<file path="src/design/macc_pkg.sv">
// Purpose: Constants and types for the memory access timing bridge.
// Assumes: Core clock of 125 MHz, one clock domain.
// Notes: Times keep their own units; cycle counts are derived from them.
// Summary of operation
// - SRAM instruction fetch completes in one cycle.
// - SRAM code: data adds one, flash data three.
// - SRAM code: taken branch adds two refill cycles.
// - Flash is read as sixteen-bit halves.
// - Flash fetch adds two, compressed mode one, at divider zero only.
// - Dead time precedes every flash load and save access.
// - Flash branch: one decode, four refill cycles.
// - Flash data processing: decode plus two halves.
// - One more cycle after flash data processing, with code in flash only.
// - Single flash load: fetch, dead, data cycles.
// - Multiple transfer: N dead, 2N data or programs.
// - Word save two programs, half save one.
// - Page erase 20 ms, half program 50 us.
// - Flash busy stalls flash fetches and accesses.
// - Enabled interrupt aborts erase or program quickly.
// - Peripheral registers occupy top four kilobytes.
// - Peripheral reads are little-endian, any width.
// - Half write clears upper sixteen register bits.
// - Half read returns only sixteen bits.
package macc_pkg;
	// ------------------------------------------------------------
	// Timing
	// ------------------------------------------------------------
	localparam int CLK_PERIOD_NS = 8;          // Core clock period.
	localparam int PROG_TIME_NS  = 50000;      // One half-word program.
	localparam int ERASE_TIME_MS = 20;         // One page erase.
	localparam int PROG_CYCLES   = (PROG_TIME_NS + CLK_PERIOD_NS - 1) / CLK_PERIOD_NS;
	localparam int ERASE_CYCLES  = (ERASE_TIME_MS * 1000000 + CLK_PERIOD_NS - 1)
		/ CLK_PERIOD_NS;
	localparam logic [3:0] ABORT_CYCLES = 4'hA; // Typical abort length.
	// ------------------------------------------------------------
	// Cycle figures per access class
	// ------------------------------------------------------------
	localparam logic [5:0] FETCH_EXTRA_FULL = 6'h02; // Full-width fetch.
	localparam logic [5:0] FETCH_EXTRA_COMP = 6'h01; // Compressed fetch.
	localparam logic [5:0] DATA_EXTRA       = 6'h01; // Execute or dead cycle.
	localparam logic [5:0] DECODE_CYCLES    = 6'h01; // New address decode.
	localparam logic [5:0] REFILL_SRAM      = 6'h02; // Refill from SRAM code.
	localparam logic [5:0] REFILL_FLASH     = 6'h04; // Refill from flash code.
	localparam logic [5:0] WORD_HALVES      = 6'h02; // Halves per word.
	localparam logic [5:0] HALF_HALVES      = 6'h01; // Halves per half-word.
	localparam logic [1:0] POST_DATA_CYCLES = 2'h1;  // Gap before next fetch.
	// ------------------------------------------------------------
	// Address map
	// ------------------------------------------------------------
	localparam logic [31:0] PER_BASE   = 32'hFFFF_F000; // Peripheral window.
	localparam logic [31:0] FLASH_BASE = 32'h0008_0000; // Flash window base.
	localparam logic [31:0] FLASH_MASK = 32'hFFF8_0000; // Flash window mask.
	// ------------------------------------------------------------
	// Types
	// ------------------------------------------------------------
	typedef enum logic [2:0] {OP_FETCH, OP_BRANCH, OP_DPROC, OP_WORD_LOAD,
		OP_WORD_SAVE, OP_MULTI_FETCH_STACK, OP_MULTI_SAVE_STACK} macc_op_t;
	typedef enum logic [1:0] {SZ_BYTE, SZ_HALF, SZ_WORD} macc_size_t;
	typedef enum logic [2:0] {ST_IDLE, ST_PRE, ST_HALF, ST_POST, ST_PROG,
		ST_DONE} macc_st_t;
endpackage

</file>
<file path="src/design/macc_bridge.sv">
// Purpose: Access timing bridge between the core, SRAM, flash and peripherals.
// Assumes: The core holds every request input stable until core_ready.
// Notes: Cycle counts per class are fixed; flash busy blocks flash traffic.
`timescale 1ns/1ps
module macc_bridge #(
	parameter int PROG_CYC  = macc_pkg::PROG_CYCLES,  // Program length.
	parameter int ERASE_CYC = macc_pkg::ERASE_CYCLES, // Erase length.
	parameter int CD_W      = 3                       // Divider field width.
) (
	// Clock and reset.
	input  wire logic                 clk,
	input  wire logic                 rst_n,
	// Core request.
	input  wire logic                 core_req,
	input  wire macc_pkg::macc_op_t   core_op,
	input  wire macc_pkg::macc_size_t core_size,
	input  wire logic [31:0]          core_addr,
	input  wire logic [4:0]           core_count,
	input  wire logic [31:0]          core_wdata,
	input  wire logic                 core_flash_data,
	input  wire logic                 code_in_flash,
	input  wire logic                 compressed_mode,
	input  wire logic [CD_W-1:0]      core_clock_divider_field,
	input  wire logic                 core_irq,
	// Core answer.
	output logic                      core_ready,
	output logic [31:0]               core_rdata,
	// SRAM port.
	output logic                      sram_en,
	output logic                      sram_we,
	output logic [31:0]               sram_addr,
	output logic [31:0]               sram_wdata,
	input  wire logic [31:0]          sram_rdata,
	// Flash array port.
	output logic                      flash_rd_en,
	output logic [31:0]               flash_rd_addr,
	input  wire logic [15:0]          flash_rd_data,
	input  wire logic                 flash_erase_req,
	output logic                      flash_erase_go,
	output logic                      flash_prog_go,
	output logic [31:0]               flash_prog_addr,
	output logic [15:0]               flash_prog_data,
	output logic                      flash_abort_go,
	output logic                      flash_busy,
	output logic                      flash_aborted,
	// Peripheral register port.
	output logic                      per_en,
	output logic                      per_we,
	output logic [11:0]               per_addr,
	output logic [31:0]               per_wdata,
	input  wire logic [31:0]          per_rdata
);
	import macc_pkg::*;

	// ------------------------------------------------------------
	// State
	// ------------------------------------------------------------
	typedef struct packed {
		macc_st_t    st;        // Sequencer state.
		logic [5:0]  w1;        // Wait cycles before data.
		logic [5:0]  h;         // Flash halves still to read.
		logic [5:0]  hidx;      // Current half index.
		logic [1:0]  w2;        // Wait cycles after data.
		logic [5:0]  progs;     // Programs still to run.
		logic [5:0]  pidx;      // Current program half index.
		logic        launched;  // Current program started.
		logic [31:0] rdata;     // Read data to the core.
		logic [21:0] tmr;       // Erase or program timer.
		logic        busy;      // Flash array occupied.
		logic [3:0]  abort_cnt; // Abort countdown, zero when idle.
		logic        aborted;   // Last flash command was aborted.
	} macc_state_t;

	macc_state_t s_r;  // Registered state.
	macc_state_t s_nxt; // Next state.

	logic       is_per;    // Address in the peripheral window.
	logic       is_flash;  // Address in the flash window.
	logic       is_rd;     // Load class.
	logic       is_wr;     // Store class.
	logic       is_multi;  // Multiple transfer class.
	logic       blocked;   // Request must wait for the flash.
	logic       acc;       // Request taken this cycle.
	logic       fin;       // Last cycle before the answer.
	logic [5:0] fx;        // Extra fetch cycles.
	logic [5:0] c_w1;      // Class figures loaded on accept.
	logic [5:0] c_h;
	logic [1:0] c_w2;
	logic [5:0] c_p;
	logic [31:0] rd_src;   // Raw SRAM or peripheral read word.
	logic [31:0] rd_fmt;   // Read word trimmed to the access size.

	// Choose the first phase that still has work, else answer.
	function automatic macc_st_t pick(input logic [5:0] a, input logic [5:0] b,
		input logic [1:0] c, input logic [5:0] d);
		pick = (a != 6'h00) ? ST_PRE : (b != 6'h00) ? ST_HALF :
			(c != 2'h0) ? ST_POST : (d != 6'h00) ? ST_PROG : ST_DONE;
	endfunction

	// ------------------------------------------------------------
	// Decode
	// ------------------------------------------------------------
	// Peripheral space wins over any flash window overlap.
	assign is_per   = (core_addr >= PER_BASE);
	assign is_flash = !is_per && ((core_addr & FLASH_MASK) == FLASH_BASE);
	assign is_rd    = (core_op == OP_WORD_LOAD) || (core_op == OP_MULTI_FETCH_STACK);
	assign is_wr    = (core_op == OP_WORD_SAVE) || (core_op == OP_MULTI_SAVE_STACK);
	assign is_multi = (core_op == OP_MULTI_FETCH_STACK) || (core_op == OP_MULTI_SAVE_STACK);
	// Anything touching the array waits out an erase or program.
	assign blocked  = s_r.busy && (code_in_flash || is_flash);
	assign acc      = (s_r.st == ST_IDLE) && core_req && !blocked;

	// ------------------------------------------------------------
	// Class figures
	// ------------------------------------------------------------
	// Fetch cost, then the data, branch or processing overhead per class.
	always_comb begin
		fx   = 6'h00;
		c_w1 = 6'h00;
		c_h  = 6'h00;
		c_w2 = 2'h0;
		c_p  = 6'h00;
		if (code_in_flash && core_clock_divider_field == '0) begin
			fx = compressed_mode ? FETCH_EXTRA_COMP : FETCH_EXTRA_FULL;
		end
		case (core_op)
			OP_FETCH: begin
				c_w1 = fx;
			end
			OP_BRANCH: begin
				// Flash code pays a decode and a longer refill.
				c_w1 = code_in_flash ? fx + DECODE_CYCLES + REFILL_FLASH
					: REFILL_SRAM;
			end
			OP_DPROC: begin
				if (core_flash_data && is_flash) begin
					c_w1 = fx + DECODE_CYCLES;
					c_h  = WORD_HALVES;
					c_w2 = code_in_flash ? POST_DATA_CYCLES : 2'h0;
				end else begin
					c_w1 = fx;
				end
			end
			default: begin
				// Dead time before flash data does not depend on the divider.
				if (is_flash) begin
					c_w1 = fx + (is_multi ? {1'b0, core_count} : DATA_EXTRA);
					if (is_multi) begin
						c_h = is_rd ? {core_count, 1'b0} : 6'h00;
						c_p = is_wr ? {core_count, 1'b0} : 6'h00;
					end else begin
						c_h = !is_rd ? 6'h00 : (core_size == SZ_WORD) ? WORD_HALVES
							: HALF_HALVES;
						c_p = !is_wr ? 6'h00 : (core_size == SZ_WORD) ? WORD_HALVES
							: HALF_HALVES;
					end
				end else begin
					c_w1 = fx + DATA_EXTRA;
				end
			end
		endcase
	end

	// ------------------------------------------------------------
	// Read formatting
	// ------------------------------------------------------------
	// Narrow reads keep the low lanes only, so a half read of a wide
	// register loses its upper bits; the core should use word reads.
	assign rd_src = is_per ? per_rdata : sram_rdata;
	always_comb begin
		case (core_size)
			SZ_BYTE: rd_fmt = {24'h00_0000, rd_src[7:0]};
			SZ_HALF: rd_fmt = {16'h0000, rd_src[15:0]};
			default: rd_fmt = rd_src;
		endcase
	end

	// ------------------------------------------------------------
	// Sequencer and flash engine
	// ------------------------------------------------------------
	// One pass fills the next state for both the access sequencer and
	// the erase or program timer they share.
	always_comb begin
		s_nxt          = s_r;
		flash_prog_go  = 1'b0;
		flash_erase_go = 1'b0;
		flash_abort_go = 1'b0;
		fin            = 1'b0;
		// Ready stays low until every phase of the class is spent or a program is aborted.
		case (s_r.st)
			ST_IDLE: begin
				if (acc) begin
					s_nxt.w1       = c_w1;
					s_nxt.h        = c_h;
					s_nxt.hidx     = 6'h00;
					s_nxt.w2       = c_w2;
					s_nxt.progs    = c_p;
					s_nxt.pidx     = 6'h00;
					s_nxt.launched = 1'b0;
					s_nxt.st       = pick(c_w1, c_h, c_w2, c_p);
				end
			end
			ST_PRE: begin
				if (s_r.w1 == 6'h01) begin
					s_nxt.st = pick(6'h00, s_r.h, s_r.w2, s_r.progs);
				end else begin
					s_nxt.w1 = s_r.w1 - 6'h01;
				end
			end
			ST_HALF: begin
				// Each cycle gathers one half; the word builds low half first.
				if (s_r.hidx[0]) begin
					s_nxt.rdata[31:16] = flash_rd_data;
				end else begin
					s_nxt.rdata[15:0] = flash_rd_data;
					if (core_op == OP_WORD_LOAD && core_size != SZ_WORD) begin
						s_nxt.rdata[31:16] = 16'h0000;
					end
				end
				s_nxt.hidx = s_r.hidx + 6'h01;
				if (s_r.h == 6'h01) begin
					s_nxt.st = pick(6'h00, 6'h00, s_r.w2, s_r.progs);
				end else begin
					s_nxt.h = s_r.h - 6'h01;
				end
			end
			ST_POST: begin
				if (s_r.w2 == 2'h1) begin
					s_nxt.st = pick(6'h00, 6'h00, 2'h0, s_r.progs);
				end else begin
					s_nxt.w2 = s_r.w2 - 2'h1;
				end
			end
			ST_PROG: begin
				if (!s_r.launched && !s_r.busy) begin
					flash_prog_go  = 1'b1;
					s_nxt.launched = 1'b1;
				end else if (s_r.launched && !s_r.busy) begin
					// An aborted store answers at once; the core repeats it.
					if (s_r.aborted || s_r.progs == 6'h01) begin
						s_nxt.st = ST_DONE;
					end else begin
						s_nxt.progs    = s_r.progs - 6'h01;
						s_nxt.pidx     = s_r.pidx + 6'h01;
						s_nxt.launched = 1'b0;
					end
				end
			end
			ST_DONE: begin
				s_nxt.st = ST_IDLE;
			end
			default: begin
				s_nxt.st = ST_IDLE;
			end
		endcase
		// SRAM and peripheral traffic happens in the closing cycle.
		fin = (s_nxt.st == ST_DONE) && (s_r.st != ST_DONE);
		if (fin && !is_flash && is_rd) begin
			s_nxt.rdata = rd_fmt;
		end
		// Flash engine: an erase only starts while no program wants it.
		flash_erase_go = flash_erase_req && !s_r.busy && !flash_prog_go;
		if (flash_prog_go || flash_erase_go) begin
			s_nxt.busy    = 1'b1;
			s_nxt.aborted = 1'b0;
			s_nxt.tmr     = flash_prog_go ? 22'(PROG_CYC) : 22'(ERASE_CYC);
		end else if (s_r.busy) begin
			if (s_r.abort_cnt != 4'h0) begin
				if (s_r.abort_cnt == 4'h1) begin
					s_nxt.busy    = 1'b0;
					s_nxt.aborted = 1'b1;
				end
				s_nxt.abort_cnt = s_r.abort_cnt - 4'h1;
			end else if (core_irq) begin
				// The launch cycle is the first of the abort, so the count starts one short.
				flash_abort_go  = 1'b1;
				s_nxt.abort_cnt = ABORT_CYCLES - 4'h1;
			end else if (s_r.tmr == 22'h00_0001) begin
				s_nxt.busy = 1'b0;
			end else begin
				s_nxt.tmr = s_r.tmr - 22'h00_0001;
			end
		end
	end

	// Register the whole state.
	always_ff @(posedge clk or negedge rst_n) begin
		if (!rst_n) begin
			s_r <= '0;
		end else begin
			s_r <= s_nxt;
		end
	end

	// ------------------------------------------------------------
	// Outputs
	// ------------------------------------------------------------
	assign core_ready      = (s_r.st == ST_DONE);
	assign core_rdata      = s_r.rdata;
	assign sram_en         = fin && !is_flash && !is_per && (is_rd || is_wr);
	assign sram_we         = is_wr;
	assign sram_addr       = core_addr;
	assign sram_wdata      = core_wdata;
	assign flash_rd_en     = (s_r.st == ST_HALF);
	assign flash_rd_addr   = core_addr + 32'({s_r.hidx, 1'b0});
	assign flash_prog_addr = core_addr + 32'({s_r.pidx, 1'b0});
	assign flash_prog_data = s_r.pidx[0] ? core_wdata[31:16] : core_wdata[15:0];
	assign flash_busy      = s_r.busy;
	assign flash_aborted   = s_r.aborted;
	assign per_en          = fin && is_per && (is_rd || is_wr);
	assign per_we          = is_wr;
	assign per_addr        = core_addr[11:0];
	// Narrow writes clear the lanes above them.
	assign per_wdata = (core_size == SZ_WORD) ? core_wdata :
		(core_size == SZ_HALF) ? {16'h0000, core_wdata[15:0]}
		: {24'h00_0000, core_wdata[7:0]};
endmodule

</file>
<file path="config.mk">
export PLATFORM = sky130hd
export DESIGN_NAME = macc_bridge
export DESIGN_NICKNAME = d
export VERILOG_FILES = /design/src/design/macc_pkg.sv /design/src/design/macc_bridge.sv
export SDC_FILE = /design/constraint.sdc
export NUM_CORES = 1
export LEC_CHECK = 0
export ABC_CLOCK_PERIOD_IN_PS = 7200
export CAP_MARGIN = 15
export CORE_AREA = 4 4 150 152
export DETAILED_ROUTE_END_ITERATION = 12
export DIE_AREA = 0 0 154 156
export DONT_BUFFER_PORTS = 1
export PLACE_DENSITY = 0.68
export SLEW_MARGIN = 20
export SYNTH_ARGS = -nofsm -noshare
export SYNTH_HDL_FRONTEND = slang
export SYNTH_SLANG_ARGS = --single-unit
</file>
<file path="constraint.sdc">
create_clock -name clk -period 7.2 [get_ports clk]
set_input_delay 0.72 -clock clk [delete_from_list [all_inputs] [get_ports clk]]
set_output_delay 0.72 -clock clk [all_outputs]
set_load 0.02 [all_outputs]
</file>
# == Yosys cells after proc, flatten, opt, wreduce, memory -nomap -nowiden ==
# Index checks and enable logic that the tools add are counted.
# totals
ff_bits,96
out_inout_bits,231
elab_cells,208
inputBits,165
# op_classes
order_cmp,1
eq_ne,36
n_reduce_logical,66
bitwise,1
addsub,13
mux,77
# op_table
op,n
$mux W32,4
$mux W6,14
$mux W16,5
$mux W22,3
$add A32 B7 Y32,2
$pmux W32 S2,1
$mux W23,2
$mux W36,1
$mux W3,11
$ge A32 B32 Y1 const B,1
$reduce_bool A6 Y1,5
$mux W28,1
$mux W13,2
$pmux W13 S2,1
$pmux W12 S2,1
$pmux W6 S2,2
$eq A22 B1 Y1 const B,1
$reduce_bool A2 Y1,11
$sub A22 B1 Y22 const B,1
$ne A2 B2 Y1 const B,10
$add A6 B1 Y6 const B,3
$eq A3 B3 Y1 const B,6
$eq A6 B1 Y1 const B,3
$logic_and A1 B1 Y1,18
other kinds (34),85

# == Longest topological paths before layout ==
# logic_depth
ltp_word,19
depth_mapped,15
depth_no_buf,13

# == Least setup slack after synthesis ==
# No wires, ideal clock.
# synth_path
path_kind,input to output
from,input core_op[1]
to,output sram_en
path_slack_ns,2.898
stages,14
arrival_time_ns,3.582
t_required_ns,6.480
n_path_buf,1
path_cell_list,buf_2 > xor2_1 > and2_1 > nand2_1 > inv_1 > ha_1 > a21o_1 > nand2_1 > mux2_2 > o21ai_1 > o211ai_2 > nor3_4 > o21ai_1 > nor4_1
# synth_between
elab_chain_len,18
word_cells_on_any_way,43
cone_classes,1 x add/sub; 7 x eq/ne; 20 x mux; 15 x reduce/logical
# synth_rtl
element,line_no,source
start: declaration,macc_bridge.sv:15,"input wire macc_pkg::macc_op_t core_op,"
branches (longest 17 deep; another with $add A6 B5 Y6),-,
$logic_and A1 B1 Y1 (*),macc_bridge.sv:300,assign sram_en = fin && !is_flash && !is_per && (is_rd || is_wr);
end: declaration,macc_bridge.sv:29,"output logic sram_en,"
# Mark *: on every way between the ends. The select of a mux whose other input is x is not followed.

# == Final worst setup path ==
# layout_path
from,input core_clock_divider_field[1]
to,output per_en
# layout_between
elab_chain_len,15
word_cells_on_any_way,18
cone_classes,3 x add/sub; 1 x eq/ne; 8 x mux; 6 x reduce/logical
# layout_rtl
element,line_no,source
start: declaration,macc_bridge.sv:23,"input wire logic [CD_W-1:0] core_clock_divider_field,"
$logic_not A3 Y1 (*),macc_bridge.sv:123,if (code_in_flash && core_clock_divider_field == '0) begin
$logic_and A1 B1 Y1 (*),macc_bridge.sv:123,
$mux W6 (*),macc_bridge.sv:123,
$add A6 B1 Y6,"macc_bridge.sv:132, macc_bridge.sv:137, macc_bridge.sv:158",
$add A6 B3 Y6,macc_bridge.sv:132,c_w1 = code_in_flash ? fx + DECODE_CYCLES + REFILL_FLASH
$mux W6,macc_bridge.sv:132,
$pmux W6 S3 (*),macc_bridge.sv:126,case (core_op)
$reduce_bool A6 Y1 (*),macc_bridge.sv:96,pick = (a != 6'h00) ? ST_PRE : (b != 6'h00) ? ST_HALF :
$mux W3 (*),macc_bridge.sv:96,
$mux W36 (*),macc_bridge.sv:192,if (acc) begin
$pmux W3 S5 (*),macc_bridge.sv:190,case (s_r.st)
$eq A3 B3 Y1 (*),macc_bridge.sv:257,fin = (s_nxt.st == ST_DONE) && (s_r.st != ST_DONE);
$logic_and A1 B1 Y1 (*),macc_bridge.sv:257,
$logic_and A1 B1 Y1 (*) (2 in series),macc_bridge.sv:310,assign per_en = fin && is_per && (is_rd || is_wr);
end: declaration,macc_bridge.sv:47,"output logic per_en,"
# Every way passes the cells marked *; elsewhere a longest branch is shown, timed or not. The select of a mux whose other input is x is not followed.

==> flow_summary.ini <==
[routing]
final_antenna_net_count = 0
viasPerCell = 5.96
avgRoutedWirePerCell_um = 22.1
drc = 0
wirelength_mm = 26.1
num_vias = 7046
drtIter0Drc = 525
drtPass1Iterations = 5

[sta]
fin_skew_ns = 0.0120
fin_crit_ns = 4.47
setup_tns_ns = 0
timing.fmax_mhz = 224
setup_ws_ns = 2.73
slew_headroom_pct = 41.3
tightest_slew_ns = 0.877
finalSetupViolations = 0
holdWs_ns = 0.0560
report.final.hold_viol_count = 0
slew_viol_final = 0
finalCritPeriodShare_pct = 62.1
grt_setup_unrepaired = false

[die]
io-pin-count = 396
die_y_um = 156
die_area_um2 = 24000
num_rows = 53
dieWidth_um = 154
start_util_pct = 41.6
core_area_um2 = 21000

[setup_path]
critPathBufInv = 0
worstPathArrival_ns = 3.75
critical_path.cell_chain = nor4b_2 -> nor2b_1 -> ha_1 -> or3b_2 -> a21oi_1 -> a32o_1 -> nand2_1 -> nor3_4 -> o21ai_1 -> nor3_1
cp_slowest_cell = nor3_1
worst-setup-path-type = in2out
crit_fanout = 3
max_stage_delay_ns = 0.63
r2r_cells = 7
regToRegSetupSlack_ns = 4.29
start_kind = input pin
critPathTopFamily = simple AND/OR/NAND/NOR gates
required_ns = 6.48
r2r-end = s_r[66]
r2r_start = flash_busy
cp-end-kind = output pin

[synthesis]
syn_inst = 1051
synth_warnings = 0
synth_edf_count = 0
synth_top_area_cell = dfrtp_1
synth_fp_nets = 1248
yosys_most_used_dff = dfrtp_1
synth.most_common_cell = buf_4
postSynthAreaPerCell_um2 = 8.33
seq_area_frac_synth_pct = 27.5
synth.cell_area_um2 = 8750
synth_top_area_share_pct = 27.5
synthTopCellsByArea = dfrtp_1, buf_4, mux2i_1
synthTopCellsByCount = buf_4, dfrtp_1, nor2_1
synthArstFlopShare_pct = 100
ys_ff_latch = 96
synth.distinct_cells = 84

[global_route]
grt_pass1_vias = 6801
grt_first_pass_wirelength_mm = 39.6
grt_overflow_total = 0
gr-usage-all-layers_pct = 20.6
antenna_found_initial = 1
grt_max_degree = 97

[power]
power.leakage_nw = 3.75
ir_worst_vdd_uv = 189
pwr_density_cell_nw_per_um2 = 299

[clock_tree]
ctsHoldBuffers = 0
insertion_delay_ns = 0.35
cts_setup_buffers = 0
cts.sink_count = 96
cts_resized = 0
root_buffer = clkbuf_16
cts_inserted_buffers = 9
cts-htree-levels = 3
clockBufferDepth = 2
cts_tree = built
clk_pin_slew_worst_paths_ns = 0.08

[layout]
drive_gt1_share_pct = 7.38
n_fill_cell = 2132
fin_nets = 1100
multi_input_area_um2 = 5040
seq_area_um2 = 2400
synthToLayoutAreaGrowth_pct = -5.13
antenna_cells = 0

[place]
dp_slack_ns = 2.77
gp_congestion = 0.942
port_buffers = 0
dp_hpwl_mm = 20.5

[run_status]
status = complete, no violations

[flow_run]
max_cap_viol_count = 0

[worst_hold_path]
hold_class = in2async
## area by class of cell
type,count,share of cell area [%]
Multi-Input combinational cell,747,60.7
Sequential cell,96,28.9
Tap cell,275,4.15
Clock buffer,9,2.71
Inverter,41,1.85
Clock inverter,7,0.874
Timing Repair Buffer,8,0.724
## cells by family (layout without fill, tap and decap cells)
group / count (synthesis) / in the layout / synth area share, %
simple gates: 371 / 371 / 22.3
buf+inv: 208 / 65 / 15.0
compound gates: 188 / 188 / 13.5
flops: 96 / 96 / 27.5
xor+xnor: 81 / 81 / 8.11
mux: 75 / 75 / 8.82
fa+ha+maj: 32 / 32 / 4.83
## cell usage in the layout, fill, tap and decap left out, types with 3 or more instances in the layout
cell and instances:
inv_6 3, nand3_1 28, nor4_1 7, fa_1 3, buf_4 8, o21ai_0 38, a31oi_1 29, nor3_1 34
nand2b_1 7, and2_1 31, a21oi_1 32, mux2_2 17, xor2_1 49, and3_1 31, inv_1 37, clkbuf_16 9
mux2i_1 58, inv_2 3, o211ai_1 6, ha_1 29, o31ai_1 3, nor2_1 95, dfrtp_1 96, o221ai_1 3
nand4_1 11, xnor2_1 32, a21o_1 4, nand2_1 78, nor2b_1 6, or4_1 4, or3_1 6, o21ai_1 27
a22oi_1 18
## registers in the layout, indices dropped and copies added (netlist names)
| name | count |
|---|---|
| flash_aborted | 1 |
| flash_busy | 1 |
| core_rdata | 32 |
| s_r | 62 |
## where the power goes
group	switching, W	total (W)	leakage, nW	internal [W]
clock network	0.000239	0.000485	0.144	0.000246
logic	0.000583	0.000943	2.36	0.000360
registers	0.000321	0.00106	1.25	0.000736
## worst max path at each step
stage | startpoint | endpoint | cells past startpoint
6_report | core_clock_divider_field[1] | per_en | 10
3_5_place_dp | core_clock_divider_field[1] | per_en | 10
2_1_floorplan | core_op[1] | sram_en | 14
3_3_place_gp | core_clock_divider_field[1] | per_en | 11
5_1_grt | s_r[61] | flash_prog_addr[21] | 12
4_1_cts | core_clock_divider_field[1] | per_en | 10
## metal layers
| metal | GRT usage [%] | share of wire (%) | wire length [µm] |
|---|---|---|---|
| met5 | 0 | 0.050 | 13 |
| met4 | 4.92 | 1.8 | 475 |
| met3 | 5.94 | 8.2 | 2150 |
| met2 | 35.9 | 50 | 13200 |
| met1 | 25.1 | 39 | 10300 |
## stage by stage
| step | total power [W] | util (%) | cell area [µm²] | instances |
|---|---|---|---|---|
| 2_1_floorplan | 0.00199 | - | 8750 | 1051 |
| 3_5_place_dp | 0.00201 | 38.1 | 8000 | 1167 |
| 4_1_cts | 0.00250 | 39.5 | 8300 | 1183 |
| 3_3_place_gp | 0.00198 | 38.1 | 8000 | 1167 |
| 6_report | 0.00248 | 39.5 | 8300 | 1183 |
| 5_1_grt | 0.00268 | 39.5 | 8300 | 1183 |
Note: power is estimated with default switching activity, not from simulation.
